### src/core/flash_iap_pkg.sv
// package for the flash in-application access controller
// assumes an 8051-style core presenting decoded move requests on sys_clk
package flash_iap_pkg;
	// ---------------------------------------------------------------
	// sfr offsets and codes
	// ---------------------------------------------------------------
	localparam logic [7:0] SOFT_COMMAND_ADDR = 8'h97;
	localparam logic [7:0] INT_ENABLE_GROUP1_ADDR = 8'hA9;
	localparam logic [7:0] CONFIG_WORD_LOW_SFR_ADDR = 8'hF7;
	localparam logic [7:0] UNLOCK_CODE = 8'h65;
	localparam logic [7:0] SOFT_RESET_CODE = 8'h56;
	localparam logic [7:0] INT_ENABLE_GROUP1_RESET = 8'h00;
	localparam logic [2:0] SELF_WRITE_ENABLE_CODE = 3'b101;
	localparam int SELF_WRITE_ENABLE_LSB = 5;
	localparam int CODE_READ_LOCK_BIT = 5;
	// ---------------------------------------------------------------
	// flash map
	// ---------------------------------------------------------------
	localparam logic [15:0] LOCK_AREA_LAST = 16'h01FF;
	localparam logic [15:0] FREE_AREA_FIRST = 16'h7F00;
	localparam logic [15:0] FREE_AREA_LAST = 16'h7FFD;
	localparam logic [15:0] CONFIG_LOW_ADDR = 16'h7FFE;
	localparam logic [15:0] CONFIG_HIGH_ADDR = 16'h7FFF;
	localparam logic [15:0] FLASH_LAST = 16'h7FFF;
	localparam logic [15:0] EXT_RAM_FIRST = 16'hF800;
	// ---------------------------------------------------------------
	// data memory map
	// ---------------------------------------------------------------
	localparam logic [7:0] REG_BANK_LAST = 8'h1F;
	localparam logic [7:0] BIT_AREA_FIRST = 8'h20;
	localparam logic [7:0] BIT_AREA_LAST = 8'h2F;
	localparam logic [7:0] SFR_FIRST = 8'h80;
	// ---------------------------------------------------------------
	// timing
	// ---------------------------------------------------------------
	localparam int SYS_CLK_MHZ = 100;
	localparam int FLASH_WRITE_TIME_US = 500;
	localparam int FLASH_WRITE_CYCLES = FLASH_WRITE_TIME_US * SYS_CLK_MHZ;
	// ---------------------------------------------------------------
	// types
	// ---------------------------------------------------------------
	typedef enum logic [1:0] {
		ST_IDLE = 2'b00,
		ST_WRITE = 2'b01,
		ST_LOAD = 2'b10
	} iap_state_t;

	typedef struct packed {
		logic valid;
		logic write;
		logic [15:0] addr;
		logic [7:0] data;
	} ext_req_t;

	typedef struct packed {
		logic write;
		logic [15:0] addr;
		logic [7:0] data;
	} flash_cmd_t;

	typedef struct packed {
		logic internal_ram;
		logic reg_bank;
		logic bit_area;
		logic sfr;
	} data_sel_t;
endpackage : flash_iap_pkg

### src/core/flash_region_check.sv
// region permission check for flash moves
// assumes addresses up to 7FFFh belong to flash
`timescale 1ns/1ps
`default_nettype none
module flash_region_check
	import flash_iap_pkg::*;
(
	// request
	input wire logic [15:0] addr,
	input wire logic code_read_lock,
	input wire logic wide_write_unlock,
	// verdict
	output logic code_read_ok,
	output logic data_move_ok,
	output logic in_flash
);
	always_comb begin
		in_flash = (addr <= FLASH_LAST);
		code_read_ok = in_flash;
		data_move_ok = 1'b0;
		if (addr <= LOCK_AREA_LAST) begin
			code_read_ok = !code_read_lock;
			data_move_ok = !code_read_lock && wide_write_unlock;
		end else if (addr >= FREE_AREA_FIRST && addr <= FREE_AREA_LAST) begin
			data_move_ok = 1'b1;
		end else if (addr == CONFIG_LOW_ADDR) begin
			data_move_ok = wide_write_unlock;
		end else if (addr == CONFIG_HIGH_ADDR) begin
			data_move_ok = 1'b0;
		end else if (in_flash) begin
			data_move_ok = wide_write_unlock;
		end
	end
endmodule : flash_region_check
`default_nettype wire

### src/core/flash_iap_access_control.sv
// flash in-application access controller with data memory decode
// assumes the core stalls while cpu_wait is high and holds its request
// Operation
// - lock area gated by lock and unlock
// - main area: code reads free, data moves need unlock
// - free area always readable and writable
// - config high never, low needs unlock
// - 65h sets unlock, others clear it
// - soft command read returns unlock flag
// - self-write enabled only by field 101
// - external write starts flash byte write
// - cpu waits 500 us, peripherals run
// - interrupts held pending during write
// - flash reads add no wait cycles
// - config low copied to sfr after reset
// - external ram decoded at F800h upward
// - indirect reaches 256 bytes, direct 128
// - bit area 20h-2Fh, banks 00h-1Fh
// - sfrs occupy upper direct space
// - writing 56h requests software reset
`timescale 1ns/1ps
`default_nettype none
module flash_iap_access_control
	import flash_iap_pkg::*;
#(
	parameter int WRITE_CYCLES = FLASH_WRITE_CYCLES
)(
	// clock and reset
	input wire logic sys_clk,
	input wire logic reset,
	// sfr bus from the core
	input wire logic sfr_wr,
	input wire logic sfr_rd,
	input wire logic [7:0] sfr_addr,
	input wire logic [7:0] sfr_wdata,
	output logic [7:0] sfr_rdata,
	// external data move request, data_pointer as address
	input wire ext_req_t ext_req,
	// code read request
	input wire logic code_rd,
	input wire logic [15:0] code_addr,
	// internal data access decode request
	input wire logic [7:0] data_addr,
	input wire logic data_indirect,
	output data_sel_t data_sel,
	// flash array
	input wire logic [7:0] flash_rdata,
	input wire logic config_valid,
	input wire logic [7:0] config_high_byte,
	input wire logic [7:0] config_low_byte,
	output flash_cmd_t flash_cmd,
	output logic flash_write_busy,
	// core control
	output logic cpu_wait,
	output logic irq_hold,
	output logic code_read_deny,
	output logic ext_read_deny,
	output logic ext_ram_sel,
	output logic [7:0] read_data,
	output logic soft_reset_req,
	output logic [7:0] config_low_sfr
);
	// ---------------------------------------------------------------
	// registers
	// ---------------------------------------------------------------
	logic wide_write_unlock_q;
	logic [7:0] int_enable_group1_q;
	logic code_read_lock_q;
	logic [7:0] config_low_q;
	logic config_loaded_q;
	iap_state_t state_q;
	logic [31:0] wait_cnt_q;
	flash_cmd_t flash_cmd_q;
	logic cpu_wait_q;
	logic soft_reset_q;
	logic [7:0] sfr_rdata_q;
	logic [7:0] read_data_q;
	logic code_deny_q;
	logic ext_deny_q;
	logic ext_ram_q;
	data_sel_t data_sel_q;

	logic self_write_enable;
	logic ext_move_ok;
	logic ext_in_flash;
	logic code_ok;
	logic code_in_flash;
	logic write_start;

	assign self_write_enable =
		(int_enable_group1_q[SELF_WRITE_ENABLE_LSB +: 3] == SELF_WRITE_ENABLE_CODE);

	flash_region_check ext_check (
		.addr(ext_req.addr),
		.code_read_lock(code_read_lock_q),
		.wide_write_unlock(wide_write_unlock_q),
		.code_read_ok(),
		.data_move_ok(ext_move_ok),
		.in_flash(ext_in_flash)
	);

	flash_region_check code_check (
		.addr(code_addr),
		.code_read_lock(code_read_lock_q),
		.wide_write_unlock(wide_write_unlock_q),
		.code_read_ok(code_ok),
		.data_move_ok(),
		.in_flash(code_in_flash)
	);

	// a denied write falls through without starting anything
	assign write_start = (state_q == ST_IDLE) && ext_req.valid && ext_req.write
		&& ext_in_flash && ext_move_ok && self_write_enable;

	// ---------------------------------------------------------------
	// data memory decode
	// ---------------------------------------------------------------
	function automatic data_sel_t decode_data(input logic [7:0] a, input logic ind);
		data_sel_t s;
		s.internal_ram = ind || (a < SFR_FIRST);
		s.reg_bank = s.internal_ram && (a <= REG_BANK_LAST);
		s.bit_area = !ind && a >= BIT_AREA_FIRST && a <= BIT_AREA_LAST;
		s.sfr = !ind && (a >= SFR_FIRST);
		return s;
	endfunction : decode_data

	always_ff @(posedge sys_clk) begin
		if (reset) begin
			data_sel_q <= '0;
			ext_ram_q <= 1'b0;
		end else begin
			data_sel_q <= decode_data(data_addr, data_indirect);
			ext_ram_q <= ext_req.valid && (ext_req.addr >= EXT_RAM_FIRST);
		end
	end

	// ---------------------------------------------------------------
	// soft command and unlock flag
	// ---------------------------------------------------------------
	always_ff @(posedge sys_clk) begin
		if (reset) begin
			wide_write_unlock_q <= 1'b0;
			soft_reset_q <= 1'b0;
		end else begin
			soft_reset_q <= 1'b0;
			if (sfr_wr && sfr_addr == SOFT_COMMAND_ADDR) begin
				wide_write_unlock_q <= (sfr_wdata == UNLOCK_CODE);
				soft_reset_q <= (sfr_wdata == SOFT_RESET_CODE);
			end
		end
	end

	// ---------------------------------------------------------------
	// interrupt enable group and config low sfr
	// ---------------------------------------------------------------
	always_ff @(posedge sys_clk) begin
		if (reset) begin
			int_enable_group1_q <= INT_ENABLE_GROUP1_RESET;
		end else if (sfr_wr && sfr_addr == INT_ENABLE_GROUP1_ADDR) begin
			int_enable_group1_q <= sfr_wdata;
		end
	end

	// config bytes load once the array reports them valid after reset
	always_ff @(posedge sys_clk) begin
		if (reset) begin
			config_loaded_q <= 1'b0;
			config_low_q <= 8'h00;
			code_read_lock_q <= 1'b1;
		end else if (!config_loaded_q) begin
			if (config_valid) begin
				config_loaded_q <= 1'b1;
				config_low_q <= config_low_byte;
				code_read_lock_q <= config_high_byte[CODE_READ_LOCK_BIT];
			end
		end else if (sfr_wr && sfr_addr == CONFIG_WORD_LOW_SFR_ADDR) begin
			config_low_q <= sfr_wdata;
		end
	end

	always_ff @(posedge sys_clk) begin
		if (reset) begin
			sfr_rdata_q <= 8'h00;
		end else if (sfr_rd) begin
			if (sfr_addr == SOFT_COMMAND_ADDR) begin
				sfr_rdata_q <= {7'b000_0000, wide_write_unlock_q};
			end else if (sfr_addr == INT_ENABLE_GROUP1_ADDR) begin
				sfr_rdata_q <= int_enable_group1_q;
			end else if (sfr_addr == CONFIG_WORD_LOW_SFR_ADDR) begin
				sfr_rdata_q <= config_low_q;
			end else begin
				sfr_rdata_q <= 8'h00;
			end
		end
	end

	// ---------------------------------------------------------------
	// write sequencer
	// ---------------------------------------------------------------
	always_ff @(posedge sys_clk) begin
		if (reset) begin
			state_q <= ST_IDLE;
			wait_cnt_q <= 32'h0000_0000;
			flash_cmd_q <= '0;
			cpu_wait_q <= 1'b0;
		end else begin
			case (state_q)
				ST_IDLE: begin
					flash_cmd_q.write <= 1'b0;
					if (write_start) begin
						state_q <= ST_WRITE;
						flash_cmd_q.write <= 1'b1;
						flash_cmd_q.addr <= ext_req.addr;
						flash_cmd_q.data <= ext_req.data;
						wait_cnt_q <= 32'(WRITE_CYCLES - 1);
						cpu_wait_q <= 1'b1;
					end
				end
				ST_WRITE: begin
					flash_cmd_q.write <= 1'b0;
					if (wait_cnt_q == 32'h0000_0000) begin
						state_q <= ST_IDLE;
						cpu_wait_q <= 1'b0;
					end else begin
						wait_cnt_q <= wait_cnt_q - 32'h0000_0001;
					end
				end
				default: begin
					state_q <= ST_IDLE;
					cpu_wait_q <= 1'b0;
				end
			endcase
		end
	end

	// ---------------------------------------------------------------
	// read path, no wait inserted
	// ---------------------------------------------------------------
	always_ff @(posedge sys_clk) begin
		if (reset) begin
			read_data_q <= 8'h00;
			code_deny_q <= 1'b0;
			ext_deny_q <= 1'b0;
		end else begin
			code_deny_q <= code_rd && code_in_flash && !code_ok;
			ext_deny_q <= ext_req.valid && !ext_req.write && ext_in_flash
				&& !ext_move_ok;
			if ((code_rd && code_ok) || (ext_req.valid && !ext_req.write
					&& ext_in_flash && ext_move_ok)) begin
				read_data_q <= flash_rdata;
			end else begin
				read_data_q <= 8'h00;
			end
		end
	end

	assign sfr_rdata = sfr_rdata_q;
	assign data_sel = data_sel_q;
	assign flash_cmd = flash_cmd_q;
	assign flash_write_busy = cpu_wait_q;
	assign cpu_wait = cpu_wait_q;
	assign irq_hold = cpu_wait_q;
	assign code_read_deny = code_deny_q;
	assign ext_read_deny = ext_deny_q;
	assign ext_ram_sel = ext_ram_q;
	assign read_data = read_data_q;
	assign soft_reset_req = soft_reset_q;
	assign config_low_sfr = config_low_q;
endmodule : flash_iap_access_control
`default_nettype wire

### config.mk
export PLATFORM = sky130hd
export DESIGN_NAME = flash_iap_access_control
export DESIGN_NICKNAME = d
export VERILOG_FILES = /design/src/core/flash_iap_pkg.sv /design/src/core/flash_region_check.sv /design/src/core/flash_iap_access_control.sv
export SDC_FILE = /design/constraint.sdc
export NUM_CORES = 1
export LEC_CHECK = 0
export BUFFER_PORTS_ARGS = -buffer_cell sky130_fd_sc_hd__buf_2
export CORE_AREA = 4 4 131 133
export CTS_BUF_LIST = sky130_fd_sc_hd__clkbuf_8
export DETAILED_ROUTE_END_ITERATION = 10
export DIE_AREA = 0 0 135 137
export SETUP_SLACK_MARGIN = 0.3
export SLEW_MARGIN = 0
export SYNTH_ARGS = -nofsm -noshare
export SYNTH_HDL_FRONTEND = slang
export SYNTH_SLANG_ARGS = --single-unit
### constraint.sdc
create_clock -name sys_clk -period 4.7 [get_ports sys_clk]
set_clock_uncertainty 0.05 [all_clocks]
set_input_delay 0.235 -clock sys_clk [delete_from_list [all_inputs] [get_ports sys_clk]]
set_output_delay 0.235 -clock sys_clk [all_outputs]
set_load 0.03 [all_outputs]
==> results of run 1 <==
[sequential cells by signal (all words and copies together) (netlist names)]
register and count:
code_read_deny 1, code_read_lock_q 1, config_loaded_q 1, config_low_sfr 8, cpu_wait 1, data_sel 4, ext_ram_sel 1, ext_read_deny 1
flash_cmd 25, int_enable_group1_q 8, read_data 8, sfr_rdata 8, soft_reset_req 1, wait_cnt_q 32, wide_write_unlock_q 1
[worst max-delay path: cells and delay by family, from the launching register on]
family	cells	cell delay (ns)
and+or+nand+nor	4	1.97
buffers and inverters	1	0.32
DFF	1	0.35
AOI/OAI and AO/OA	1	0.22
[per-layer routing]
metal  global-route usage  vias to the layer above
met4               0.0549                        0
met2                0.205                      122
met3               0.0268                       16
li1                     -                     2193
met5                    0                        -
met1                0.189                     2022
[logic make-up after synthesis]
logic type / count (synthesis) / share of synthesized area
AO/OA/AOI/OAI: 148 / 0.206
multiplexers: 9 / 0.0204
adder cells (fa/ha/maj): 2 / 0.00568
buffers and inverters: 44 / 0.0412
AND/OR/NAND/NOR: 205 / 0.262
XOR/XNOR: 3 / 0.00596
flip-flops: 101 / 0.459
[repair_timing]
item | CTS | global route
setup endpoints to repair | 0 | 0
hold buffers | 14 | 0
endpoints found under the hold margin | 12 | 0
[path summary, 6_finish.rpt]
| kind | to | slack, ns | cells past startpoint |
|---|---|---|---|
| worst max-delay path | wait_cnt_q[29] | 1.69 | 6 |
| worst min-delay path | read_data[2] | 0.03 | 2 |
| worst min register to register | int_enable_group1_q[2] | 0.41 | 2 |
| worst max register to register | wait_cnt_q[29] | 1.69 | 6 |
[cell type report]
type | instances | area, um^2
Sequential cell | 101 | 2020
Clock buffer | 9 | 124
Clock inverter | 7 | 65.1
Fill cell | 1652 | 10200
Timing Repair Buffer | 159 | 888
Inverter | 6 | 22.5
Multi-Input combinational cell | 367 | 2230
Tap cell | 216 | 270
[synth_stat cells (14+ instances only)]
library cell	n
a21oi_1	52
nand2_1	29
or4_1	20
o31ai_1	17
dfxtp_1	101
nor4_1	17
a211oi_1	16
nor2_1	36
clkbuf_1	29
or3_1	14
o21ai_0	33
nand3_1	37
[power breakdown]
part	switching [W]	leakage (nW)	internal, W	total [W]
combinational	0.0000824	1.32	0.0000569	0.000139
sequential	0.0000111	0.818	0.000869	0.000880
clock	0.000313	0.106	0.000245	0.000557
total	0.000406	2.25	0.00117	0.00158
[metrics by stage]
step | power, W | hold slack, ns | cell area, um^2
3_3_place_gp | 0.00103 | 0.365 | 5290
2_1_floorplan | 0.000966 | 0.260 | 4410
4_1_cts | 0.00161 | 0.00501 | 5620
3_5_place_dp | 0.00103 | 0.371 | 5290
5_1_grt | 0.00165 | 0.0105 | 5620
6_report | 0.00158 | 0.0254 | 5620
==> reports/qor.txt, run 1 <==
Worst flop-to-flop path startpoint: wait_cnt_q[24]
WL/cell: 15.0 um
Slew @ Worst Pin: 0.939 ns
Cell with the most instances on the worst path: nor4_1
Worst path slowest cell: nor3_1
Fin crit share: 0.640
Syn Area/Cell: 8.61 um^2
Residual DRC: 0
Final min period: 3.01 ns
Yosys reg bits: 101
Max VDD drop: 0.105 mV
Critical path capture point type: flip-flop
DIE WIDTH: 135 um
WL met2: 5870 um
Setup bufs post-CTS: 0
Post_cts resized: 0
Synth Flop Type: dfxtp_1
Max FO, Critical Path: 13
Top Ports: 157
Fin nets: 743
FMAX: 332 MHz
Detailed Place HPWL: 9040 um
Starting density of the core: 0.278
Area Overhead vs Synth: 27.5%
Die Ht: 137 um
Initial DRC count: 294
GPL Wtd Cong: 0.751
Pin count of the biggest net entering global routing: 69
Worst slack, placed: 1.74 ns
CP Cell Sequence: nor4_1 -> nand4b_1 -> nor3_1 -> buf_4 -> nor4_1 -> o31ai_1
Worst Min Path Start: flash_rdata[2]
Clock-pin slew of the registers on the worst-case setup and hold paths: 0.10 ns
Clk sinks: 101
# setup viols final: 0
Metal-1 WL: 6120 um
Most common cell after layout, fill and taps aside: buf_2
Initial antenna violation count: 0
Mapped Nets: 611
Share of cells above drive strength 1: 0.273
Root cell of the clock tree: clkbuf_8
Top cell type's share of synthesized area: 0.459
Worst Hold Class: input port to flip-flop
Routed length on met3: 780 um
Yosys warns: 0
Total Wirelength: 13000 um
Antenna-violating nets left: 0
Worst Setup SP: wait_cnt_q[24]
Cell taking the most area after synthesis: dfxtp_1
Data required time at the worst endpoint: 4.95 ns
Num rows: 46
TritonCTS buffer count: 9
Seq/Total Area, Yosys: 0.459
CORE AREA: 15800 um^2
N_diodes: 0
Relative slew margins: 0.369
Die area: 18500 um^2
Post-synth ARST share: 0
P_leak: 2.25 nW
Dominant cells by area after synthesis: dfxtp_1 (46%), a21oi_1 (5.9%), nand3_1 (4.2%)
Drt pass-1 iters: 5
Commonest non-fill, non-tap cells in the layout: buf_2 (136), dfxtp_1 (101), a21oi_1 (52)
Synth unique cells: 51
Vias in the first global route: 3872
Cells after Synth: 512
GRT Total Usage: 0.135
DR top layer: met4
Setup crit start kind: flip-flop
RSZ-0062 raised after global routing: no
IO Port Bufs: 136
Fin Setup TNS: 0 ns
Routed via count: 4353
Post-Syn Area: 4410 um^2
WP data arrival: 3.25 ns
Maximum root-to-sink buffer count: 2
First-pass GRT wire length: 20200 um
Drt via density: 5.03
GR Overflow Total: 0
Number of flops mapped to enable cells by yosys: 0
Final Worst Setup Slack: 1.69 ns
Placed Cells: 835
PwrDens: 281 nW/um^2
Final core utilization: 0.355
Final Max Slew Viols: 0
Status: finished clean
Crit-path max cell delay: 0.86 ns
Worst-Skew Late Latency: 0.38 ns
Final hold viol count: 0
H-tree depth: 3
Final std cells w/o fill: 865
MaxCap Viol Count: 0
TritonCTS clock tree: built
Kind of critical path: flip-flop to flip-flop
(Power assumes the default switching activity.)
==> run 2: changes to the inputs <==
==> constraint.sdc (replaced) <==
create_clock -name sys_clk -period 3.1 [get_ports sys_clk]
set_clock_uncertainty 0.05 [all_clocks]
set_input_delay 0.155 -clock sys_clk [delete_from_list [all_inputs] [get_ports sys_clk]]
set_output_delay 0.155 -clock sys_clk [all_outputs]
set_load 0.03 [all_outputs]
==> reports/qor.txt, run 2 (synthesis results as in run 1) <==
Status: finished clean
Top Ports: 157 (unchanged)
MaxCap Viol Count: 0 (unchanged)
Max FO, Critical Path: 8 (-5)
WP data arrival: 2.99 ns (-0.26 ns)
Total Wirelength: 13600 um (+4.3%)
Final Max Slew Viols: 0 (unchanged)
Max VDD drop: 0.165 mV (+56%)
Initial DRC count: 337 (+15%)
GR Overflow Total: 0 (unchanged)
Data required time at the worst endpoint: 3.37 ns (-1.58 ns)
Num rows: 46 (unchanged)
Final Power: 0.00249 W (+58%)
GPL Wtd Cong: 0.804 (+7.1%)
Reg with most FFs: wait_cnt_q
Fin crit share: 0.879 (+0.239)
Clock-pin slew of the registers on the worst-case setup and hold paths: 0.11 ns (about the same)
Setup crit start kind: flip-flop
Clk sinks: 101 (unchanged)
Hold Worst Slack: 0.0409 ns (+0.0155 ns)
Worst Hold Class: input port to flip-flop
Most common cell after layout, fill and taps aside: buf_2
Commonest non-fill, non-tap cells in the layout: buf_2 (136), dfxtp_1 (100), a21oi_1 (52), dlygate4sd3_1 (52), nand3_1 (37)
Final min period: 2.72 ns (-0.283 ns)
Maximum root-to-sink buffer count: 2 (unchanged)
RSZ-0062 raised after global routing: no
Starting density of the core: 0.278 (unchanged)
Die area: 18500 um^2 (unchanged)
TritonCTS clock tree: built
PwrDens: 407 nW/um^2 (+45%)
Antenna-violating nets left: 0 (unchanged)
IO Port Bufs: 136 (unchanged)
GRT Total Usage: 0.143 (+0.00761)
Placed Cells: 843 (+0.96%)
Kind of critical path: flip-flop to flip-flop
Final hold viol count: 0 (unchanged)
Fin nets: 792 (+6.6%)
Drt pass-1 iters: 5 (unchanged)
P_leak: 2.46 nW (+9.5%)
TritonCTS buffer count: 9 (unchanged)
Initial antenna violation count: 0 (unchanged)
# setup viols final: 0 (unchanged)
FMAX: 367 MHz (+10%)
Fin Setup TNS: 0 ns (unchanged)
Worst-Skew Late Latency: 0.39 ns (about the same)
CORE AREA: 15800 um^2 (unchanged)
Relative slew margins: 0.479 (+0.110)
H-tree depth: 3 (unchanged)
Detailed Place HPWL: 9430 um (+4.3%)
Hold Path Depth: 2 (unchanged)
Vias in the first global route: 4229 (+9.2%)
Pin count of the biggest net entering global routing: 31 (-55%)
Critical path capture point type: flip-flop
Root cell of the clock tree: clkbuf_8
Worst reg2reg path depth: 5 (-1)
Slew @ Worst Pin: 0.781 ns (-0.159 ns)
Max reg flops: 32 (unchanged)
Final std cells w/o fill: 915 (+5.8%)
Share of cells above drive strength 1: 0.275 (+0.00234)
Die Ht: 137 um (unchanged)
DIE WIDTH: 135 um (unchanged)
Residual DRC: 0 (unchanged)
WL/cell: 14.8 um (-1.4%)
Routed via count: 4573 (+5.1%)
First-pass GRT wire length: 21400 um (+5.9%)
Area Overhead vs Synth: 38.8%
Drt via density: 5.00 (-0.69%)
==> run 2: cell types whose count changed in the layout (fill, tap and decap cells not counted), moves of 2 or more <==
| cell | before | now |
|---|---|---|
| dlygate4sd3_1 | 14 | 52 |
| buf_4 | 9 | 20 |
| clkinv_2 | 2 | 0 |
| inv_1 | 8 | 6 |
==> run 2: worst paths after layout <==
path	end	from	slack (ns)
max	wait_cnt_q[25]	wait_cnt_q[8]	0.38
min reg2reg	int_enable_group1_q[0]	int_enable_group1_q[0]	0.42
min	ext_ram_sel	ext_req[25]	0.04
max reg2reg	wait_cnt_q[25]	wait_cnt_q[8]	0.38
==> run 2: layout make-up <==
type                       instances  area (um^2)
antenna                            1         2.50
clock buffer                       9          124
clock inverter                     7         91.3
fill                            1652         9710
inverter                           6         22.5
multi-input combinational        367         2230
sequential                       101         2020
tap                              216          270
timing repair buffer             208         1350
==> run 2: per-layer routing <==
| metal | track usage | part of all wire | vias up |
|---|---|---|---|
| met5 | 0 | 0 | - |
| met4 | 0.0465 | 0.014 | 0 |
| met3 | 0.0331 | 0.054 | 16 |
| met2 | 0.235 | 0.48 | 130 |
| met1 | 0.186 | 0.46 | 2134 |
| li1 | - | - | 2293 |
==> run 2: what timing repair did <==
item,in CTS,in global routing
buffers inserted,0,3
hold endpoints to repair,47,0
hold buffers,52,0
gates resized for setup,0,2
endpoints found under the setup margin,0,5
==> run 2: critical path, stage by stage (launching register included) <==
cell and delay (ns):
dfxtp_2 0.36, or4_4 0.58, or4_4 0.62, or4_1 0.51
or4_1 0.41, a21oi_1 0.15
==> run 2: power by group <==
group          internal, W  switching, W  total, W  leakage, nW
Clock             0.000393      0.000517  0.000910        0.105
Combinational     0.000117      0.000132  0.000249         1.54
Sequential         0.00132     0.0000159   0.00133        0.819
==> run 2: per-stage QoR <==
stage               setup slack, ns  area (um^2)  utilization
floorplan                     0.526         4410            -
global placement              0.381         5350        0.338
detailed placement            0.347         5350        0.338
CTS                           0.322         6080        0.384
global route                  0.314         6110        0.386
finish                        0.375         6120        0.386
==> run 3: changes to the inputs <==
--- a/config.mk
+++ b/config.mk
@@ -11,7 +11,7 @@
 export DETAILED_ROUTE_END_ITERATION = 10
 export DIE_AREA = 0 0 135 137
 export SETUP_SLACK_MARGIN = 0.3
-export SLEW_MARGIN = 0
+export SLEW_MARGIN = 20
 export SYNTH_ARGS = -nofsm -noshare
 export SYNTH_HDL_FRONTEND = slang
 export SYNTH_SLANG_ARGS = --single-unit
==> constraint.sdc (replaced) <==
create_clock -name sys_clk -period 3.3 [get_ports sys_clk]
set_clock_uncertainty 0.05 [all_clocks]
set_input_delay 0.165 -clock sys_clk [delete_from_list [all_inputs] [get_ports sys_clk]]
set_output_delay 0.165 -clock sys_clk [all_outputs]
set_load 0.03 [all_outputs]
==> reports/qor.txt, run 3 (synthesis results as in run 1) <==
MaxCap Viol Count: 0 (unchanged)
Max reg flops: 32 (unchanged)
Detailed Place HPWL: 9260 um (-1.8%)
Residual DRC: 0 (unchanged)
Hold Worst Slack: 0.0255 ns (-0.0154 ns)
Maximum root-to-sink buffer count: 2 (unchanged)
Final hold viol count: 0 (unchanged)
Clk sinks: 101 (unchanged)
P_leak: 2.38 nW (-3.3%)
Clock power frac: 0.320 (-0.045)
Vias in the first global route: 4229 (unchanged)
Flop pwr share: 0.576 (+0.041)
Final min period: 2.83 ns (+0.104 ns)
IO Port Bufs: 136 (unchanged)
Reg with most FFs: wait_cnt_q
Switch share: 0.262 (-0.00488)
Final Cell Area: 5930 um^2 (-3.1%)
Commonest non-fill, non-tap cells in the layout: buf_2 (136), dfxtp_1 (101), a21oi_1 (52)
Critical path capture point type: flip-flop
P_int: 0.00160 W (-12%)
TritonCTS buffer count: 9 (unchanged)
WP data arrival: 3.09 ns (+0.10 ns)
Num rows: 46 (unchanged)
Final Power: 0.00217 W (-13%)
Drt pass-1 iters: 5 (unchanged)
Hold Path Depth: 3 (+1)
Root cell of the clock tree: clkbuf_8
Relative slew margins: 0.471 (-0.00875)
WL/cell: 15.0 um (+0.90%)
Max FO, Critical Path: 7 (-1)
# setup viols final: 0 (unchanged)
Reg2reg setup slack: 0.47 ns (+0.10 ns)
Comb power frac: 0.104 (+0.004)
GR Overflow Total: 0 (unchanged)
Pin count of the biggest net entering global routing: 61 (+97%)
Initial DRC count: 367 (+8.9%)
Fin Setup TNS: 0 ns (unchanged)
Antenna-violating nets left: 0 (unchanged)
Placed cell areas: 5330 um^2 (-0.42%)
Total Wirelength: 13500 um (-0.75%)
GPL Wtd Cong: 0.810 (+0.76%)
DIE WIDTH: 135 um (unchanged)
Top Ports: 157 (unchanged)
CORE AREA: 15800 um^2 (unchanged)
Area Overhead vs Synth: 34.5%
Drt via density: 5.00 (about the same)
Status: finished clean
Data required time at the worst endpoint: 3.56 ns (+0.19 ns)
Kind of critical path: flip-flop to flip-flop
Worst Hold Class: input port to flip-flop
Routed via count: 4496 (-1.7%)
Fin nets: 778 (-1.8%)
Die area: 18500 um^2 (unchanged)
Final Max Slew Viols: 0 (unchanged)
Routed length on met3: 615 um (-15%)
WHS Endpoint: int_enable_group1_q[0]
GRT Total Usage: 0.143 (about the same)
FMAX: 353 MHz (-3.7%)
Starting density of the core: 0.278 (unchanged)
Setup crit start kind: flip-flop
Post_cts resized: 0 (unchanged)
Worst reg2reg path depth: 7 (+2)
First-pass GRT wire length: 21200 um (-0.87%)
RSZ-0062 raised after global routing: no
NetSw: 0.000570 W (-14%)
Initial antenna violation count: 0 (unchanged)
WL met2: 6470 um (+0.31%)
Die Ht: 137 um (unchanged)
Metal-1 WL: 6150 um (-0.61%)
Reg2reg end: wait_cnt_q[22]
PwrDens: 367 nW/um^2 (-9.9%)
Fin crit share: 0.857 (-0.0217)
Clock-pin slew of the registers on the worst-case setup and hold paths: 0.09 ns (-0.02 ns)
DR top layer: met4
Worst Min Path Start: sfr_wdata[0]
N_diodes: 0 (-1)
Worst-Skew Late Latency: 0.38 ns (about the same)
H-tree depth: 3 (unchanged)
Worst flop-to-flop path startpoint: wait_cnt_q[0]
Share of cells above drive strength 1: 0.265 (-0.0105)
TritonCTS clock tree: built
Most common cell after layout, fill and taps aside: buf_2
Max VDD drop: 0.159 mV (-3.8%)
Slew @ Worst Pin: 0.794 ns (+0.0131 ns)
run 3: worst max-delay path: stages (launching register included):
cell      delay, ns
dfxtp_1        0.34
inv_1          0.12
ha_1           0.19
or3b_2         0.53
nor4b_1        0.66
o211ai_1       0.29
or4_1          0.45
a21oi_1        0.14
run 3: cell type report:
type / count / area, um^2
fillers: 1631 / 9900
multi-input cells: 367 / 2230
clock inverters: 7 / 36.3
clock buffers: 9 / 124
flip-flops and latches: 101 / 2020
repair buffers: 194 / 1230
inverters: 6 / 22.5
well taps: 216 / 270
run 3: power groups by stage:
stage | sequential (W) | combinational, W | clock (W)
after floorplan | 0.00131 | 0.0000652 | 0
after global placement | 0.00128 | 0.000186 | 0
after detailed placement | 0.00128 | 0.000187 | 0
after CTS | 0.00125 | 0.000227 | 0.000731
after global routing | 0.00125 | 0.000249 | 0.000785
final | 0.00125 | 0.000227 | 0.000696
run 3: worst max path at each step:
stage,start,endpoint,slack (ns),depth (start not counted)
global route,wait_cnt_q[0],wait_cnt_q[26],0.31,7
floorplan,wait_cnt_q[8],wait_cnt_q[21],0.73,6
global placement,wait_cnt_q[0],wait_cnt_q[22],0.58,7
CTS,wait_cnt_q[0],wait_cnt_q[22],0.48,7
detailed placement,wait_cnt_q[0],wait_cnt_q[22],0.51,7
finish,wait_cnt_q[0],wait_cnt_q[22],0.47,7
run 3: through the flow:
stage	util	worst slack [ns]	std cells
finish	0.374	0.471	900
detailed placement	0.337	0.507	840
global route	0.374	0.315	900
floorplan	-	0.726	512
CTS	0.374	0.480	900
global placement	0.337	0.578	840
run 3: routing by layer:
metal | GRT usage | vias to the layer above
li1 | - | 2266
met1 | 0.184 | 2109
met2 | 0.234 | 104
met3 | 0.0360 | 17
met4 | 0.0482 | 0
met5 | 0 | -
run 3: repair_timing:
| action | 4_1_cts | 5_1_grt |
|---|---|---|
| setup buffers | 0 | 0 |
| hold buffers | 44 | 0 |
| endpoints found under the hold margin | 40 | 0 |
